`src/mcs_defs.vh`:
```
// Constants for the motor combo serial register port
`ifndef MCS_DEFS_VH
`define MCS_DEFS_VH

// ----------------------------------------------------------------
// Serial frame layout
// ----------------------------------------------------------------
`define MCS_FRAME_BITS      5'd16
`define MCS_FRAME_LAST      5'd15
`define MCS_CMD_BITS        5'd8
`define MCS_CNT_W           5
`define MCS_RW_BIT          0
`define MCS_ADDR_LSB        1
`define MCS_ADDR_MSB        7
`define MCS_DATA_LSB        8
`define MCS_DATA_MSB        15

// ----------------------------------------------------------------
// Register offsets, printed as write command bytes with the R/W bit clear
// ----------------------------------------------------------------
`define MCS_OFF_COIL_DAC_UPPER   8'h0e
`define MCS_OFF_COIL_DAC_LOWER   8'h1e
`define MCS_OFF_SPINDLE_CONTROL  8'h2e
`define MCS_OFF_SPINDLE_TIMING   8'h3e
`define MCS_OFF_COARSE_UPPER     8'h4e
`define MCS_OFF_COARSE_FINE      8'h5e

// ----------------------------------------------------------------
// Reset value and unmapped read value
// ----------------------------------------------------------------
`define MCS_RST_BYTE        8'h00
`define MCS_UNDEF_READ      8'h00

// ----------------------------------------------------------------
// Field positions
// ----------------------------------------------------------------
`define MCS_DACU_MAG_MSB    5
`define MCS_DACU_MOD_BIT    6
`define MCS_DACU_CAL_BIT    7
`define MCS_SPC_STEP_BIT    0
`define MCS_SPC_START_BIT   1
`define MCS_SPC_RESTART_BIT 2
`define MCS_SPC_RUN_BIT     3
`define MCS_SPC_EN_BIT      4
`define MCS_SPC_CYCLE_BIT   5
`define MCS_SPC_CHOP_BIT    6
`define MCS_SPC_FBK_BIT     7
`define MCS_SPT_MASK_BIT    0
`define MCS_SPT_ONLO_BIT    1
`define MCS_SPT_ONHI_BIT    2
`define MCS_SPT_POLE_BIT    3
`define MCS_SPT_DLY_MSB_BIT 4
`define MCS_SPT_DLY_LSB_BIT 7
`define MCS_CF_COARSE_LSB   4
`define MCS_CF_COARSE_MSB   7

// ----------------------------------------------------------------
// Commutation sequencer
// ----------------------------------------------------------------
`define MCS_SEQ_W           3
`define MCS_SEQ_FIRST       3'd0
`define MCS_SEQ_LAST        3'd5

`endif

```
`src/mcs_unused_guard.v`:
```
// Spare source file; it holds no logic

```
`src/mcs_serial_regs.v`:
```
// Serial programming port and write-only control registers of the motor combo
`timescale 1ns/1ps
`default_nettype none
`include "mcs_defs.vh"

module mcs_serial_regs (
  input  wire        clk,
  input  wire        rst_b,
  input  wire        serial_frame_enable,
  input  wire        serial_clock,
  input  wire        serial_data_line_in,
  output reg         serial_data_line_out,
  output reg         serial_data_line_oe,
  output reg  [13:0] coil_current_code,
  output reg         coil_modulation_select,
  output reg         coil_cal_enable,
  output reg  [2:0]  sequencer_phase,
  output reg         sequencer_step,
  output reg         sequencer_restart,
  output reg         startup_internal,
  output reg         spindle_run,
  output reg         spindle_logic_reset_b,
  output reg         spindle_enable,
  output reg         speed_loop_cycle_select,
  output reg         spindle_chop_drive,
  output reg         loop_feedback_source,
  output reg         bemf_mask_short,
  output reg         on_time_sel_hi,
  output reg         on_time_sel_lo,
  output reg         pole_count_eight,
  output reg  [3:0]  commutation_delay,
  output reg  [11:0] speed_loop_coarse_count
);

  // ----------------------------------------------------------------
  // Synchronised pins
  // ----------------------------------------------------------------
  wire enable_lvl;
  wire sclk_lvl;
  wire serial_data_line_lvl;

  mcs_sync #(.RESET_LEVEL(1'b0)) u_sync_enable (
    .clk       (clk),
    .rst_b     (rst_b),
    .pin_in    (serial_frame_enable),
    .level_out (enable_lvl)
  );

  mcs_sync #(.RESET_LEVEL(1'b0)) u_sync_sclk (
    .clk       (clk),
    .rst_b     (rst_b),
    .pin_in    (serial_clock),
    .level_out (sclk_lvl)
  );

  mcs_sync #(.RESET_LEVEL(1'b0)) u_sync_serial_data_line (
    .clk       (clk),
    .rst_b     (rst_b),
    .pin_in    (serial_data_line_in),
    .level_out (serial_data_line_lvl)
  );

  // ----------------------------------------------------------------
  // Serial clock edge detection
  // ----------------------------------------------------------------
  reg sclk_prev_reg;

  // Previous filtered clock level for edge finding
  always @(posedge clk or negedge rst_b) begin
    if (!rst_b) begin
      sclk_prev_reg <= 1'b0;
    end else begin
      sclk_prev_reg <= sclk_lvl;
    end
  end

  // Both edges come from filtered levels, so pin glitches shorter than the filter never count
  wire sclk_rise = sclk_lvl & ~sclk_prev_reg;
  wire sclk_fall = ~sclk_lvl & sclk_prev_reg;

  // ----------------------------------------------------------------
  // Frame shifter and bit counter
  // ----------------------------------------------------------------
  reg  [15:0]               shift_reg;
  reg  [`MCS_CNT_W-1:0]     bit_cnt_reg;
  reg  [7:0]                rd_shift_reg;

  // Counter saturates at sixteen so extra clocks cannot disturb the frame
  wire shift_ok   = enable_lvl & sclk_rise & (bit_cnt_reg < `MCS_FRAME_BITS);
  // Each new bit enters at the top, so bit 0 of the frame ends in bit 0
  wire [15:0] frame_word = {serial_data_line_lvl, shift_reg[15:1]};
  // Commit only on the sixteenth rise inside one enable window
  wire frame_done = shift_ok & (bit_cnt_reg == `MCS_FRAME_LAST);
  wire frame_wr   = frame_done & ~frame_word[`MCS_RW_BIT];
  wire [6:0] wr_addr = frame_word[`MCS_ADDR_MSB:`MCS_ADDR_LSB];
  wire [7:0] wr_data = frame_word[`MCS_DATA_MSB:`MCS_DATA_LSB];

  // After eight shifts the command byte sits in the top half
  wire       rd_cmd  = shift_reg[`MCS_DATA_LSB];
  wire [6:0] rd_addr = shift_reg[15:9];

  // Dropping enable clears the count, which throws away a partial frame
  always @(posedge clk or negedge rst_b) begin
    if (!rst_b) begin
      shift_reg   <= 16'h0000;
      bit_cnt_reg <= {`MCS_CNT_W{1'b0}};
    end else if (!enable_lvl) begin
      bit_cnt_reg <= {`MCS_CNT_W{1'b0}};
    end else if (shift_ok) begin
      shift_reg   <= frame_word;
      bit_cnt_reg <= bit_cnt_reg + 5'd1;
    end
  end

  // ----------------------------------------------------------------
  // Address decode
  // ----------------------------------------------------------------
  // Offsets are whole command bytes; their upper seven bits are the address
  localparam [7:0] OFF_UPPER = `MCS_OFF_COIL_DAC_UPPER;
  localparam [7:0] OFF_LOWER = `MCS_OFF_COIL_DAC_LOWER;
  localparam [7:0] OFF_SPC   = `MCS_OFF_SPINDLE_CONTROL;
  localparam [7:0] OFF_SPT   = `MCS_OFF_SPINDLE_TIMING;
  localparam [7:0] OFF_CU    = `MCS_OFF_COARSE_UPPER;
  localparam [7:0] OFF_CF    = `MCS_OFF_COARSE_FINE;

  // ----------------------------------------------------------------
  // Register storage
  // ----------------------------------------------------------------
  reg [7:0] coil_dac_upper_reg;
  reg [7:0] coil_dac_lower_reg;
  reg [7:0] spindle_control_reg;
  reg [7:0] spindle_timing_reg;
  reg [7:0] speed_loop_coarse_upper_reg;
  reg [7:0] coarse_fine_reg;

  // Seven-bit compares on both sides, so no bits are padded or dropped
  wire hit_upper = (wr_addr == OFF_UPPER[7:1]);
  wire hit_lower = (wr_addr == OFF_LOWER[7:1]);
  wire hit_spc   = (wr_addr == OFF_SPC[7:1]);
  wire hit_spt   = (wr_addr == OFF_SPT[7:1]);
  wire hit_cu    = (wr_addr == OFF_CU[7:1]);
  wire hit_cf    = (wr_addr == OFF_CF[7:1]);

  // Writes to addresses outside this set simply fall through
  // The combined coarse/fine byte is kept whole; only its coarse nibble is used
  always @(posedge clk or negedge rst_b) begin
    if (!rst_b) begin
      coil_dac_upper_reg          <= `MCS_RST_BYTE;
      coil_dac_lower_reg          <= `MCS_RST_BYTE;
      spindle_control_reg         <= `MCS_RST_BYTE;
      spindle_timing_reg          <= `MCS_RST_BYTE;
      speed_loop_coarse_upper_reg <= `MCS_RST_BYTE;
      coarse_fine_reg             <= `MCS_RST_BYTE;
    end else if (frame_wr) begin
      if (hit_upper) begin
        coil_dac_upper_reg <= wr_data;
      end
      if (hit_lower) begin
        coil_dac_lower_reg <= wr_data;
      end
      if (hit_spc) begin
        spindle_control_reg <= wr_data;
      end
      if (hit_spt) begin
        spindle_timing_reg <= wr_data;
      end
      if (hit_cu) begin
        speed_loop_coarse_upper_reg <= wr_data;
      end
      if (hit_cf) begin
        coarse_fine_reg <= wr_data;
      end
    end
  end

  // ----------------------------------------------------------------
  // Read-back selection
  // ----------------------------------------------------------------
  // The map is write-only; echoing the stored byte is a harmless choice
  function [7:0] read_select;
    input [6:0] a;
    begin
      if (a == OFF_UPPER[7:1]) begin
        read_select = coil_dac_upper_reg;
      end else if (a == OFF_LOWER[7:1]) begin
        read_select = coil_dac_lower_reg;
      end else if (a == OFF_SPC[7:1]) begin
        read_select = spindle_control_reg;
      end else if (a == OFF_SPT[7:1]) begin
        read_select = spindle_timing_reg;
      end else if (a == OFF_CU[7:1]) begin
        read_select = speed_loop_coarse_upper_reg;
      end else if (a == OFF_CF[7:1]) begin
        read_select = coarse_fine_reg;
      end else begin
        read_select = `MCS_UNDEF_READ;
      end
    end
  endfunction

  // ----------------------------------------------------------------
  // Read data driver
  // ----------------------------------------------------------------
  // Address comes from the command byte held after the eighth rise
  wire [7:0] rd_byte  = read_select(rd_addr);
  wire       rd_start = enable_lvl & sclk_fall & (bit_cnt_reg == `MCS_CMD_BITS) & rd_cmd;
  // Bits D0..D6 are replaced after rises nine to fifteen; D7 stands
  wire       rd_next  = enable_lvl & sclk_rise & serial_data_line_oe &
                        (bit_cnt_reg >= `MCS_CMD_BITS) & (bit_cnt_reg < `MCS_FRAME_LAST);

  // Line is released as soon as enable goes away
  always @(posedge clk or negedge rst_b) begin
    if (!rst_b) begin
      serial_data_line_out <= 1'b0;
      serial_data_line_oe  <= 1'b0;
      rd_shift_reg         <= 8'h00;
    end else if (!enable_lvl) begin
      serial_data_line_oe  <= 1'b0;
      serial_data_line_out <= 1'b0;
    end else if (rd_start) begin
      serial_data_line_oe  <= 1'b1;
      serial_data_line_out <= rd_byte[0];
      rd_shift_reg         <= {1'b0, rd_byte[7:1]};
    end else if (rd_next) begin
      serial_data_line_out <= rd_shift_reg[0];
      rd_shift_reg         <= {1'b0, rd_shift_reg[7:1]};
    end
  end

  // ----------------------------------------------------------------
  // Coil DAC outputs
  // ----------------------------------------------------------------
  // The upper byte waits in its register until the lower byte lands,
  // so the coil never sees a half-updated code
  wire apply_dac = frame_wr & hit_lower;

  // Magnitude, modulation and calibration bits all switch at one clock edge
  always @(posedge clk or negedge rst_b) begin
    if (!rst_b) begin
      coil_current_code      <= 14'h0000;
      coil_modulation_select <= 1'b0;
      coil_cal_enable        <= 1'b0;
    end else if (apply_dac) begin
      coil_current_code      <= {coil_dac_upper_reg[`MCS_DACU_MAG_MSB:0], wr_data};
      coil_modulation_select <= coil_dac_upper_reg[`MCS_DACU_MOD_BIT];
      coil_cal_enable        <= coil_dac_upper_reg[`MCS_DACU_CAL_BIT];
    end
  end

  // ----------------------------------------------------------------
  // Commutation sequencer
  // ----------------------------------------------------------------
  // Step only on a 0 to 1 change against the previously stored bit
  wire step_edge = frame_wr & hit_spc & wr_data[`MCS_SPC_STEP_BIT] &
                   ~spindle_control_reg[`MCS_SPC_STEP_BIT];
  wire restart_wr = frame_wr & hit_spc & wr_data[`MCS_SPC_RESTART_BIT];

  // Restart outranks a step arriving in the same frame
  always @(posedge clk or negedge rst_b) begin
    if (!rst_b) begin
      sequencer_phase <= `MCS_SEQ_FIRST;
      sequencer_step  <= 1'b0;
    end else begin
      sequencer_step <= step_edge;
      if (restart_wr) begin
        sequencer_phase <= `MCS_SEQ_FIRST;
      end else if (step_edge) begin
        // Six phases, wrapping from the last back to the first
        if (sequencer_phase == `MCS_SEQ_LAST) begin
          sequencer_phase <= `MCS_SEQ_FIRST;
        end else begin
          sequencer_phase <= sequencer_phase + 3'd1;
        end
      end
    end
  end

  // ----------------------------------------------------------------
  // Spindle control and timing outputs
  // ----------------------------------------------------------------
  // Registered copies so every output comes straight from a flip-flop
  always @(posedge clk or negedge rst_b) begin
    if (!rst_b) begin
      sequencer_restart       <= 1'b0;
      startup_internal        <= 1'b0;
      spindle_run             <= 1'b0;
      spindle_logic_reset_b   <= 1'b0;
      spindle_enable          <= 1'b0;
      speed_loop_cycle_select <= 1'b0;
      spindle_chop_drive      <= 1'b0;
      loop_feedback_source    <= 1'b0;
      bemf_mask_short         <= 1'b0;
      on_time_sel_hi          <= 1'b0;
      on_time_sel_lo          <= 1'b0;
      pole_count_eight        <= 1'b0;
      commutation_delay       <= 4'h0;
      speed_loop_coarse_count <= 12'h000;
    end else begin
      sequencer_restart       <= spindle_control_reg[`MCS_SPC_RESTART_BIT];
      startup_internal        <= spindle_control_reg[`MCS_SPC_START_BIT];
      spindle_run             <= spindle_control_reg[`MCS_SPC_RUN_BIT];
      spindle_logic_reset_b   <= spindle_control_reg[`MCS_SPC_RUN_BIT];
      spindle_enable          <= spindle_control_reg[`MCS_SPC_EN_BIT];
      speed_loop_cycle_select <= spindle_control_reg[`MCS_SPC_CYCLE_BIT];
      spindle_chop_drive      <= spindle_control_reg[`MCS_SPC_CHOP_BIT];
      loop_feedback_source    <= spindle_control_reg[`MCS_SPC_FBK_BIT];
      bemf_mask_short         <= spindle_timing_reg[`MCS_SPT_MASK_BIT];
      on_time_sel_hi          <= spindle_timing_reg[`MCS_SPT_ONHI_BIT];
      on_time_sel_lo          <= spindle_timing_reg[`MCS_SPT_ONLO_BIT];
      pole_count_eight        <= spindle_timing_reg[`MCS_SPT_POLE_BIT];
      // The delay field is stored MSB in bit 4 down to LSB in bit 7
      commutation_delay       <= {spindle_timing_reg[4], spindle_timing_reg[5],
                                  spindle_timing_reg[6], spindle_timing_reg[7]};
      speed_loop_coarse_count <= {speed_loop_coarse_upper_reg,
                                  coarse_fine_reg[`MCS_CF_COARSE_MSB:`MCS_CF_COARSE_LSB]};
    end
  end

endmodule // mcs_serial_regs

`default_nettype wire

```
`src/mcs_sync.v`:
```
// Three-stage pin synchroniser with agreement filter
`timescale 1ns/1ps
`default_nettype none

module mcs_sync #(
  parameter RESET_LEVEL = 1'b0
) (
  input  wire clk,
  input  wire rst_b,
  input  wire pin_in,
  output reg  level_out
);

  reg stage1_reg;
  reg stage2_reg;
  reg stage3_reg;

  // ----------------------------------------------------------------
  // Synchroniser chain
  // ----------------------------------------------------------------
  // Stage one feeds only stage two; the filter looks at two and three
  always @(posedge clk or negedge rst_b) begin
    if (!rst_b) begin
      stage1_reg <= RESET_LEVEL;
      stage2_reg <= RESET_LEVEL;
      stage3_reg <= RESET_LEVEL;
      level_out  <= RESET_LEVEL;
    end else begin
      stage1_reg <= pin_in;
      stage2_reg <= stage1_reg;
      stage3_reg <= stage2_reg;
      if (stage2_reg == stage3_reg) begin
        level_out <= stage3_reg;
      end
    end
  end

endmodule // mcs_sync

`default_nettype wire

```
`config.mk`:
```
export PLATFORM = sky130hd
export DESIGN_NAME = mcs_serial_regs
export DESIGN_NICKNAME = d
export VERILOG_FILES = /design/src/mcs_unused_guard.v /design/src/mcs_serial_regs.v /design/src/mcs_sync.v
export VERILOG_INCLUDE_DIRS = /design/src
export SDC_FILE = /design/constraint.sdc
export NUM_CORES = 1
export LEC_CHECK = 0
export BUFFER_PORTS_ARGS = -buffer_cell sky130_fd_sc_hd__buf_2
export CORE_MARGIN = 10
export CORE_UTILIZATION = 52
export CTS_CLUSTER_DIAMETER = 30
export CTS_CLUSTER_SIZE = 14
export DETAILED_ROUTE_END_ITERATION = 16
export GPL_TIMING_DRIVEN = 0
export PLACE_DENSITY = 0.72
export RECOVER_POWER = 50
export SLEW_MARGIN = 20
export SYNTH_ARGS = -nofsm -noshare
export SYNTH_HDL_FRONTEND = slang
export SYNTH_SLANG_ARGS = --single-unit
```
`constraint.sdc`:
```
create_clock -name clk -period 2.5 [get_ports clk]
set_clock_uncertainty 0.05 [all_clocks]
set_input_delay 0 -clock clk [delete_from_list [all_inputs] [get_ports clk]]
set_output_delay 0 -clock clk [all_outputs]
set_load 0.03 [all_outputs]
```
# Yosys cells after proc, flatten, opt, wreduce, memory -nomap -nowiden
# Index checks and enable logic that the tools add are counted.
# word_totals
romBits	0
register_bits	139
mem_bits_rw	0
memories	0
latchBits	0
output_inout_bits	50
inputBits	5
elab_cells	117
# classes
muxes	18
n_eq_ne	21
n_div	0
magnitude_cmp	3
n_mul	0
bitwise	21
n_reduce_logical	10
add_sub_neg	2
shifts	0
# ops
cell	n
8-bit two-way mux	8
7-bit by 5-bit equality test with 1-bit output, second input constant	4
7-bit by 6-bit equality test with 1-bit output, second input constant	4
1-bit bitwise AND	17
2-bit AND reduction	8
7-bit by 3-bit equality test with 1-bit output, second input constant	2
7-bit by 4-bit equality test with 1-bit output, second input constant	2
5-bit by 4-bit equality test with 1-bit output, second input constant	2
5-bit two-way mux	2
3-bit two-way mux	3
5-bit by 1-bit adder with 5-bit output, second input constant	1
5-bit by 4-bit greater-or-equal comparator with 1-bit output, second input constant	1
5-bit by 4-bit < comparator with 1-bit output, second input constant	1
5-bit < comparator, second input constant	1
1-bit two-way mux	5
2-bit != test, second input constant	2
1-bit NOT	4
2-bit nonzero test	2
3-bit by 1-bit adder with 3-bit output, second input constant	1
1-bit equality test	3
3-bit equality test, second input constant	1
3-bit != test, second input constant	1

# Depth between registers and ports, before layout
# Gate-level depths: netlist of the first run.
# depth
ltp_word	11
mapped_depth	9
depth_no_buf	8

# Cells and area by module
# A second synthesis of the first run with hierarchy kept.
# hier_totals
hier_cells	395
hier_area_um2	5260.0
# by_module_without_submodules
module	seq_area_each_um2	cells_per_inst	n_inst	area_per_inst_um2
mcs_serial_regs	2927.8	380	1	4926.0
mcs_sync	100.1	5	3	111.4

# Worst setup path after synthesis of the first run
# OpenSTA, ideal clock, no wires.
# synth_path
path_type	reg2reg
from	register bit_cnt_reg[1]
to	register coarse_fine_reg[3]
required_ns	2.322
arrival_time_ns	2.049
slack_ns	0.274
synth_period_minus_slack_ns	2.226
path_buffers	1
stages_incl_launch_ff	10
path_cell_list	dfrtp_1 > ha_1 > and3_1 > ha_1 > nand4_1 > nor4b_4 > and2b_2 > and3_1 > buf_4 > mux2_1
# synth_via
elab_chain_len	5
# synth_lines
item	line	source
start: declaration	mcs_serial_regs.v:85	reg [`MCS_CNT_W-1:0] bit_cnt_reg;
start signal: assignment	mcs_serial_regs.v:106	bit_cnt_reg <= {`MCS_CNT_W{1'b0}};
start signal: assignment	mcs_serial_regs.v:108	bit_cnt_reg <= {`MCS_CNT_W{1'b0}};
start signal: assignment	mcs_serial_regs.v:111	bit_cnt_reg <= bit_cnt_reg + 5'd1;
5-bit < comparator (no source line)	--	
1-bit bitwise AND	mcs_serial_regs.v:89	wire shift_ok = enable_lvl & sclk_rise & (bit_cnt_reg < `MCS_FRAME_BITS);
1-bit bitwise AND (*)	mcs_serial_regs.v:93	wire frame_done = shift_ok & (bit_cnt_reg == `MCS_FRAME_LAST);
1-bit bitwise AND (*)	mcs_serial_regs.v:94	wire frame_wr = frame_done & ~frame_word[`MCS_RW_BIT];
2-bit AND reduction (no source line) (*)	--	
end signal: assignment	mcs_serial_regs.v:153	coarse_fine_reg <= `MCS_RST_BYTE;
end signal: assignment	mcs_serial_regs.v:171	coarse_fine_reg <= wr_data;
end: declaration	mcs_serial_regs.v:134	reg [7:0] coarse_fine_reg;
# Every way passes the cells marked *; elsewhere a longest branch is shown, timed or not.
# A chain may end at the register's enable or synchronous reset.

# Worst setup path after layout of the first run
# layout_path
from	register bit_cnt_reg[1]
to	register coarse_fine_reg[4]
# Same word-level chain as after synthesis.

==> results.cfg, run 1 <==
[setup_path]
path_cells = ha_1, and3_1, ha_1, nand4_1, nor4b_4, and2b_2, and3_1, buf_4, mux2_1
arrival_ns = 2.70
cp_slowest_cell = dfrtp_1
critPathLaunchType = flop
path_class = flop to flop
worst-path-buf-inv = 1
crit_family = simple AND/OR/NAND/NOR gates
end_kind = flop
worst_ep_required_time_ns = 2.85
slowest_delay_ns = 0.38
crit_fanout = 8

[grt]
grt_use_total_pct = 16.2
grt_pass1_vias = 3555
grt_remaining_overflow = 0
grt_max_degree = 84
antenna_found_initial = 0
grt_pass1_wl_um = 18600

[synthesis]
synth_ff_type = dfrtp_1
syn-num-nets = 407
netlist_area_mm2 = 0.00516
async_reset_ff_share_pct = 100
synth_cells = 399
seq_area_frac_synth_pct = 62.5
synthAdderAreaFrac_pct = 1.31
syn_area_per_cell_um2 = 12.9
yosys.area_share.simple_pct = 10.9
synth_warnings = 0
synth.area.mux_share_pct = 15.2
ys_seq_elements = 129
synth_cell_type_count = 51
synth-compound-area-share_pct = 6.78
synth-edff-count = 0
synth_top_family_by_area = multiplexers
synth_xor_xnor_area_share_pct = 0.509

[power]
leakagePower_nw = 3.17
finalPower_mw = 5.33
ir_drop_mv = 0.545
power_density_mw_per_mm2 = 856

[routing]
via_count = 3437
antenna_left = 0
routedWlPerCell_um = 17.8
post_drt_via_cell_ratio = 5.49
drc = 0
drt_iter0_drc = 245
drt_pass1_iterations = 5
wl_um = 11200

[layout]
final_cell_count_no_fill = 626
final_nets = 488
nFillCells = 779
largest_reg_flops = 15
area_growth_pct = 20.4
diodes = 0
drive_gt1_share_pct = 29.6

[place]
dp_hpwl_um = 7620
place_ws_ns = 0.0456
gp_congestion = 0.836
dp.cells = 587
io_buffers = 54

[die]
placementRows = 36
die_area_mm2 = 0.0143
io_pins = 55
core_area_mm2 = 0.00973
start_util_pct = 53.1
die_w_um = 120
dieHeight_um = 120

[clock_network]
cts_tree = built
htree_num_levels = 4
clockBufferDepth = 2
path_clk_slew_ns = 0.06
clock_sinks = 129
cts_buffers = 17
clock_latency_ns = 0.52
cts_resized = 0
cts-root-buf = clkbuf_8

[timing]
finalHoldViolCount = 0
fin_ws_ns = 0.149
fin_setup_tns_ns = 0
period_share_pct = 94.0
maxSlewViolCount = 0
relSlewSlack_pct = 25.3
max_freq_mhz = 425
setup_violations = 0
whs_ns = 0.0646
worst_pin_slew_ns = 1.12
min_period_ns = 2.35

[hold_path]
hold_class = input pin to flop

[status]
outcome = completed

[run]
cap_violations = 0
-- synth_stat cells, drive strengths merged (4+ instances only) --
| master | n | area, um2 |
|---|---|---|
| dfrtp | 129 | 3230 |
| mux2 | 66 | 743 |
| nand2 | 38 | 145 |
| clkbuf | 19 | 71.3 |
| a21oi | 13 | 65.1 |
| o21ai | 12 | 60.1 |
| nor2 | 11 | 41.3 |
| nand3 | 10 | 50.1 |
| and3 | 9 | 56.3 |
| inv | 9 | 33.8 |
| nor2b | 8 | 50.1 |
| nand4 | 6 | 37.5 |
| and2 | 5 | 31.3 |
| buf | 5 | 38.8 |
| nor3 | 5 | 25.0 |
| mux2i | 4 | 40.0 |
-- power by group --
group | leakage [nW] | internal (mW) | switching, mW | total, mW
combinational | 1.15 | 0.243 | 0.550 | 0.793
sequential | 1.76 | 2.17 | 0.0775 | 2.25
clock | 0.259 | 1.33 | 0.956 | 2.29
total | 3.17 | 3.74 | 1.58 | 5.33
-- metrics by stage --
stage,utilization (%),cell area (um2)
after floorplan,-,5160
after global placement,57.6,5600
after detailed placement,57.9,5640
after CTS,64.3,6250
after global routing,63.9,6220
final,63.9,6220
-- worst paths after layout --
kind                                        startpoint                      to  slack (ns)  cells past startpoint
worst max-delay path                    bit_cnt_reg[1]      coarse_fine_reg[4]        0.15                      9
worst min-delay path                      serial_clock  u_sync_sclk.stage1_reg        0.06                      2
worst max register to register          bit_cnt_reg[1]      coarse_fine_reg[4]        0.15                      9
worst min register to register  u_sync_sclk.stage1_reg  u_sync_sclk.stage2_reg        0.30                      0
max in group asynchronous                        rst_b   coil_current_code[13]        0.82                      4
min in group asynchronous                        rst_b      sequencer_phase[2]        0.81                      4
-- metal layers --
metal | part of all wire [%] | global-route usage (%)
met5 | 0 | 0
met4 | 1.2 | 6.33
met3 | 7.0 | 5.58
met2 | 46 | 24.3
met1 | 45 | 21.1
-- logic make-up (layout without fill, tap and decap cells) --
group | count (synthesis) | after routing
AOI/OAI and AO/OA | 52 | 52
muxes | 70 | 70
adders and majority gates | 6 | 6
buffers and inverters | 33 | 127
xor gates and xnor gates | 3 | 3
DFF | 129 | 129
and+or+nand+nor | 106 | 106
-- layout by cell type (no fill, tap or decap), types with 4 or more instances in the layout --
cell type / count
a21oi_1: 13
and2_1: 5
and3_1: 9
buf_2: 54
buf_4: 4
clkbuf_1: 21
clkbuf_16: 16
clkinvlp_4: 4
dfrtp_1: 129
dlygate4sd3_1: 5
inv_1: 9
inv_6: 5
mux2_1: 17
mux2_2: 49
mux2i_1: 4
nand2_1: 37
nand3_1: 10
nand4_1: 6
nor2_1: 11
nor2b_1: 8
nor3_1: 5
o21ai_0: 12
-- layout make-up --
class / instances / area [um2] / area share (%)
clock buffer: 18 / 418 / 6.72
tap: 133 / 166 / 2.68
multi-input combinational: 237 / 1790 / 28.8
buffer: 24 / 110 / 1.77
inverter: 9 / 33.8 / 0.543
clock inverter: 14 / 131 / 2.11
sequential: 129 / 3230 / 51.9
timing repair buffer: 62 / 339 / 5.45
-- repair_timing --
action | in CTS | in global routing
setup buffers | 0 | 1
endpoints found under the hold margin | 132 | 0
setup endpoints to repair | 0 | 33
hold buffers | 6 | 0
(Power assumes the default switching activity.)
==> run 2, diff against run 1 <==
--- a/config.mk
+++ b/config.mk
@@ -13,7 +13,7 @@
 export CTS_CLUSTER_SIZE = 14
 export DETAILED_ROUTE_END_ITERATION = 16
 export GPL_TIMING_DRIVEN = 0
-export PLACE_DENSITY = 0.72
+export PLACE_DENSITY = 0.75
 export RECOVER_POWER = 50
 export SLEW_MARGIN = 20
 export SYNTH_ARGS = -nofsm -noshare
==> constraint.sdc (replaced) <==
create_clock -name clk -period 2 [get_ports clk]
set_clock_uncertainty 0.05 [all_clocks]
set_input_delay 0 -clock clk [delete_from_list [all_inputs] [get_ports clk]]
set_output_delay 0 -clock clk [all_outputs]
set_load 0.03 [all_outputs]
==> run 2 against run 1 <==
  * The flow now finishes with violations (negative setup slack)
  * Hold slack lost 0.0022 ns
  * Sequential share of layout area shrank 3.6 points
  * Flip-flop and latch count is the same
  * Die area is the same
  * Cell count grew 1.6%
  * First-iteration DRC count grew 48%
  * Utilization grew 4.8 points
  * Worst setup slack lost 0.49 ns
  * Total power grew 30%
  * Clock power grew 33%
  * Register-to-register slack lost 0.49 ns
==> results.cfg, run 2 (synthesis gave the netlist of run 1 again) <==
[layout]
post-route-util_pct = 68.7
fin_area_mm2 = 0.00669
final_common_cell = dfrtp_1
largest_reg_flops = 15
drive_gt1_share_pct = 38.2
final_cell_count_no_fill = 636
final_cell_mix = dfrtp_1, mux2_2, clkbuf_1, buf_2
diodes = 0
final_nets = 498
area_growth_pct = 29.5
nFillCells = 702

[timing]
finalHoldViolCount = 0
rsz0062_at_grt = yes
maxSlewViolCount = 0
whs_ns = 0.0624
max_freq_mhz = 426
period_share_pct = 117
min_period_ns = 2.35
relSlewSlack_pct = 42.1
setup_violations = 62
fin_setup_tns_ns = -14.89
worst_pin_slew_ns = 0.869
fin_ws_ns = -0.345

[clock_network]
htree_num_levels = 4
cts_buffers = 17
clockBufferDepth = 2
clock_sinks = 129
path_clk_slew_ns = 0.06
cts_tree = built
clock_latency_ns = 0.52
cts-root-buf = clkbuf_8

[routing]
routedWlPerCell_um = 20.0
antenna_left = 0
drc = 0
wl_um = 12700
drt_pass1_iterations = 7
drt_iter0_drc = 363
post_drt_via_cell_ratio = 5.69
via_count = 3621

[setup_path]
worstRegToRegCells = 9
crit_family = simple AND/OR/NAND/NOR gates
critPathLaunchType = flop
crit_fanout = 8
critical_path_depth = 9
worst-path-buf-inv = 1
worst_ep_required_time_ns = 2.36
path_class = flop to flop
end_kind = flop
slowest_delay_ns = 0.37
cp_slowest_cell = dfrtp_1
crit_top_cell = and3_4
path_cells = ha_2, and3_4, ha_4, nand4_1, nor4b_4, and2b_2, and3_4, buf_12, mux2_4
arrival_ns = 2.70

[die]
io_pins = 55
placementRows = 36
core_area_mm2 = 0.00973
die_w_um = 120
die_area_mm2 = 0.0143
dieHeight_um = 120
start_util_pct = 53.1

[place]
dp_hpwl_um = 7880
gp_congestion = 0.928
postPlaceCellArea_mm2 = 0.00564
place_ws_ns = -0.465
dp.cells = 587
io_buffers = 54

[grt]
grt_pass1_vias = 3784
antenna_found_initial = 0
grt_pass1_wl_um = 20800
grt_max_degree = 69
grt_use_total_pct = 18.3
grt_remaining_overflow = 0

[run]
cap_violations = 0

[hold_path]
hold_class = input pin to flop
hold_depth = 2

[status]
violations = negative setup slack
outcome = finished with violations

[power]
ir_drop_mv = 0.543
finalPower_mw = 6.94
leakagePower_nw = 3.32
power_density_mw_per_mm2 = 1040
==> run 2: cell types whose count changed in the layout (fill, tap and decap cells not counted), moves of 5 or more <==
cell,delta
mux2_1,-17
buf_6,+5
clkbuf_1,+10
nand2_1,-12
buf_2,-23
mux2_2,-8
and3_4,+5
nand2_2,+9
clkbuf_2,+5
mux2_4,+25
==> run 2: worst paths after layout <==
check | from | endpoint | slack [ns]
max | bit_cnt_reg[0] | coarse_fine_reg[3] | -0.35
min in group asynchronous | rst_b | u_sync_sclk.level_out | 0.65
min reg2reg | u_sync_sclk.stage1_reg | u_sync_sclk.stage2_reg | 0.30
max reg2reg | bit_cnt_reg[0] | coarse_fine_reg[3] | -0.35
max in group asynchronous | rst_b | commutation_delay[0] | 0.44
min | serial_data_line_in | u_sync_serial_data_line.stage1_reg | 0.06
==> run 2: cell type report <==
| type | instances | area, um2 | area share [%] |
|---|---|---|---|
| Clock inverter | 15 | 174 | 2.60 |
| Timing Repair Buffer | 74 | 478 | 7.15 |
| Multi-Input combinational cell | 238 | 2040 | 30.6 |
| Sequential cell | 129 | 3230 | 48.3 |
| Tap cell | 133 | 166 | 2.49 |
| Buffer | 21 | 149 | 2.23 |
| Clock buffer | 17 | 414 | 6.19 |
| Inverter | 9 | 33.8 | 0.505 |
==> run 2: power breakdown <==
group / internal [mW] / leakage [nW] / total [mW] / switching (mW)
combinational: 0.330 / 1.27 / 1.03 / 0.702
clock: 1.81 / 0.282 / 3.05 / 1.24
sequential: 2.71 / 1.76 / 2.86 / 0.152
total: 4.85 / 3.32 / 6.94 / 2.09
==> run 2: routing by layer <==
| layer | GRT usage [%] | wire, um |
|---|---|---|
| met2 | 28.9 | 6280 |
| met4 | 8.07 | 269 |
| met1 | 22.7 | 5270 |
| met5 | 0 | 0 |
| met3 | 5.72 | 898 |
==> run 2: what timing repair did <==
| item | CTS | global route |
|---|---|---|
| hold buffers | 5 | 0 |
| buffers inserted | 9 | 3 |
| gates cloned | 3 | 0 |
| resized for setup | 61 | 32 |
| pin swaps | 3 | 9 |
| hold endpoints to repair | 132 | 0 |
| setup endpoints to repair | 66 | 72 |
==> run 2: worst register-to-register path, stage by stage, from the launching register on <==
cell and delay (ns):
dfrtp_1 0.37, ha_2 0.19, and3_4 0.19, ha_4 0.12, nand4_1 0.12, nor4b_4 0.29
and2b_2 0.26, and3_4 0.21, buf_12 0.14, mux2_4 0.30
==> run 3, diff against run 2 <==
--- a/config.mk
+++ b/config.mk
@@ -15,6 +15,7 @@
 export GPL_TIMING_DRIVEN = 0
 export PLACE_DENSITY = 0.75
 export RECOVER_POWER = 50
+export REMOVE_ABC_BUFFERS = 1
 export SLEW_MARGIN = 20
 export SYNTH_ARGS = -nofsm -noshare
 export SYNTH_HDL_FRONTEND = slang
==> run 3 against run 2 <==
  * The run still ends with negative setup slack left
  * Worst setup slack worse by 0.039 ns
  * Fmax down 1.6%
  * Via count down 2.5%
  * Die area unchanged
  * Clock-buffer cell count up 1
  * Flip-flop and latch count unchanged
  * Cell count down 2.7%
  * Hold slack worse by 0.0095 ns
  * Cell area down 1.3%
  * Non-clock buffer count down 17
  * Combinational power down 24%
  * Critical path depth down 1
  * Largest power group unchanged
==> results.cfg, run 3 (synthesis gave the netlist of run 1 again) <==
[timing]
min_period_ns = 2.38
fin_setup_tns_ns = -18.55
rsz0062_at_grt = yes
relSlewSlack_pct = 12.0
fin_ws_ns = -0.384
max_freq_mhz = 420
maxSlewViolCount = 0
period_share_pct = 119
worst_pin_slew_ns = 1.32
setup_violations = 60
finalHoldViolCount = 0
whs_ns = 0.0529

[setup_path]
slowest_delay_ns = 0.38
cp_slowest_cell = dfrtp_1
arrival_ns = 2.74
crit_fanout = 8
worstRegToRegCells = 8
r2r_slack_ns = -0.38
end_kind = flop
critPathLaunchType = flop
rr_startpoint = bit_cnt_reg[1]
worst_ep_required_time_ns = 2.36
path_cells = ha_2, and3_4, ha_4, nand4_1, nor4b_4, and2b_2, and3_4, mux2_4
rr_endpoint = coarse_fine_reg[0]
crit_top_cell = and3_4
path_class = flop to flop
crit_family = simple AND/OR/NAND/NOR gates
worst-path-buf-inv = 0

[place]
dp.cells = 563
io_buffers = 54
dp_hpwl_um = 7120
place_ws_ns = -0.907
postPlaceCellArea_mm2 = 0.00553
gp_congestion = 0.815

[clock_network]
clock_sinks = 129
htree_num_levels = 4
cts-root-buf = clkbuf_8
path_clk_slew_ns = 0.06
clockBufferDepth = 2
clock_latency_ns = 0.53
cts_buffers = 17
cts_tree = built

[hold_path]
min_from = serial_data_line_in
hold_depth = 2
hold_class = input pin to flop
whs_endpoint = u_sync_serial_data_line.stage1_reg

[layout]
final_cell_mix = dfrtp_1, mux2_2, clkbuf_1, buf_2
nFillCells = 696
final_nets = 482
drive_gt1_share_pct = 37.2
largest_reg_flops = 15
final_cell_count_no_fill = 619
area_growth_pct = 27.7
final_common_cell = dfrtp_1
post-route-util_pct = 67.8
diodes = 0
fin_area_mm2 = 0.00660

[routing]
drt_iter0_drc = 348
route.met2.wl_um = 6100
post_drt_via_cell_ratio = 5.70
antenna_left = 0
drt_pass1_iterations = 5
wl_met1_um = 5090
via_count = 3530
routedWlPerCell_um = 20.0
drc = 0
highest_layer = met4
wl_um = 12400
dr_wl_met3_um = 916

[die]
placementRows = 36
die_w_um = 120
core_area_mm2 = 0.00973
die_area_mm2 = 0.0143
dieHeight_um = 120
start_util_pct = 53.1
io_pins = 55

[run]
cap_violations = 0

[power]
ir_drop_mv = 0.495
power_density_mw_per_mm2 = 1100
leakagePower_nw = 3.18
finalPower_mw = 7.25

[status]
outcome = finished with violations
violations = negative setup slack

[grt]
antenna_found_initial = 0
grt_pass1_wl_um = 19900
grt_pass1_vias = 3715
grt_max_degree = 78
grt_remaining_overflow = 0
grt_use_total_pct = 17.6
run 3: what timing repair did:
item / CTS / global route
buffers inserted: 14 / 4
endpoints found under the hold margin: 132 / 0
endpoints found under the setup margin: 68 / 67
gates resized for setup: 50 / 27
pin swaps: 20 / 8
gates cloned: 2 / 0
hold buffers: 5 / 0
run 3: worst reg2reg max path, stage by stage, from the launching register on:
cell	delay, ns
dfrtp_1	0.38
ha_2	0.20
and3_4	0.20
ha_4	0.13
nand4_1	0.11
nor4b_4	0.31
and2b_2	0.23
and3_4	0.32
mux2_4	0.33
run 3: metal layers:
| layer | vias to the layer above | track usage (%) |
|---|---|---|
| li1 | 1564 | - |
| met1 | 1791 | 21.0 |
| met2 | 143 | 28.6 |
| met3 | 32 | 5.95 |
| met4 | 0 | 7.32 |
| met5 | - | 0 |
run 3: cell type report:
type	instances	area, um2	share of cell area, %
repair buffers	78	469	7.11
clock buffers	18	428	6.49
flip-flops and latches	129	3240	49.1
clock inverters	13	210	3.19
multi-input cells	239	2040	31.0
well taps	133	166	2.52
inverters	9	41.3	0.626
run 3: power by group:
part | total [mW] | leakage (nW) | switching (mW) | internal (mW)
Clock | 3.32 | 0.296 | 1.14 | 2.18
Combinational | 0.787 | 1.13 | 0.452 | 0.335
Sequential | 3.15 | 1.76 | 0.415 | 2.73
run 3: worst max path at each step:
stage / slack (ns) / to / start / depth (start not counted)
after floorplan: -0.41 / coarse_fine_reg[3] / bit_cnt_reg[4] / 5
final: -0.38 / coarse_fine_reg[0] / bit_cnt_reg[1] / 8
after CTS: -0.29 / coarse_fine_reg[4] / bit_cnt_reg[1] / 8
after detailed placement: -0.91 / coarse_fine_reg[0] / u_sync_enable.level_out / 5
after global placement: -0.83 / coarse_fine_reg[3] / u_sync_enable.level_out / 5
after global routing: -0.52 / coil_current_code[13] / bit_cnt_reg[1] / 9
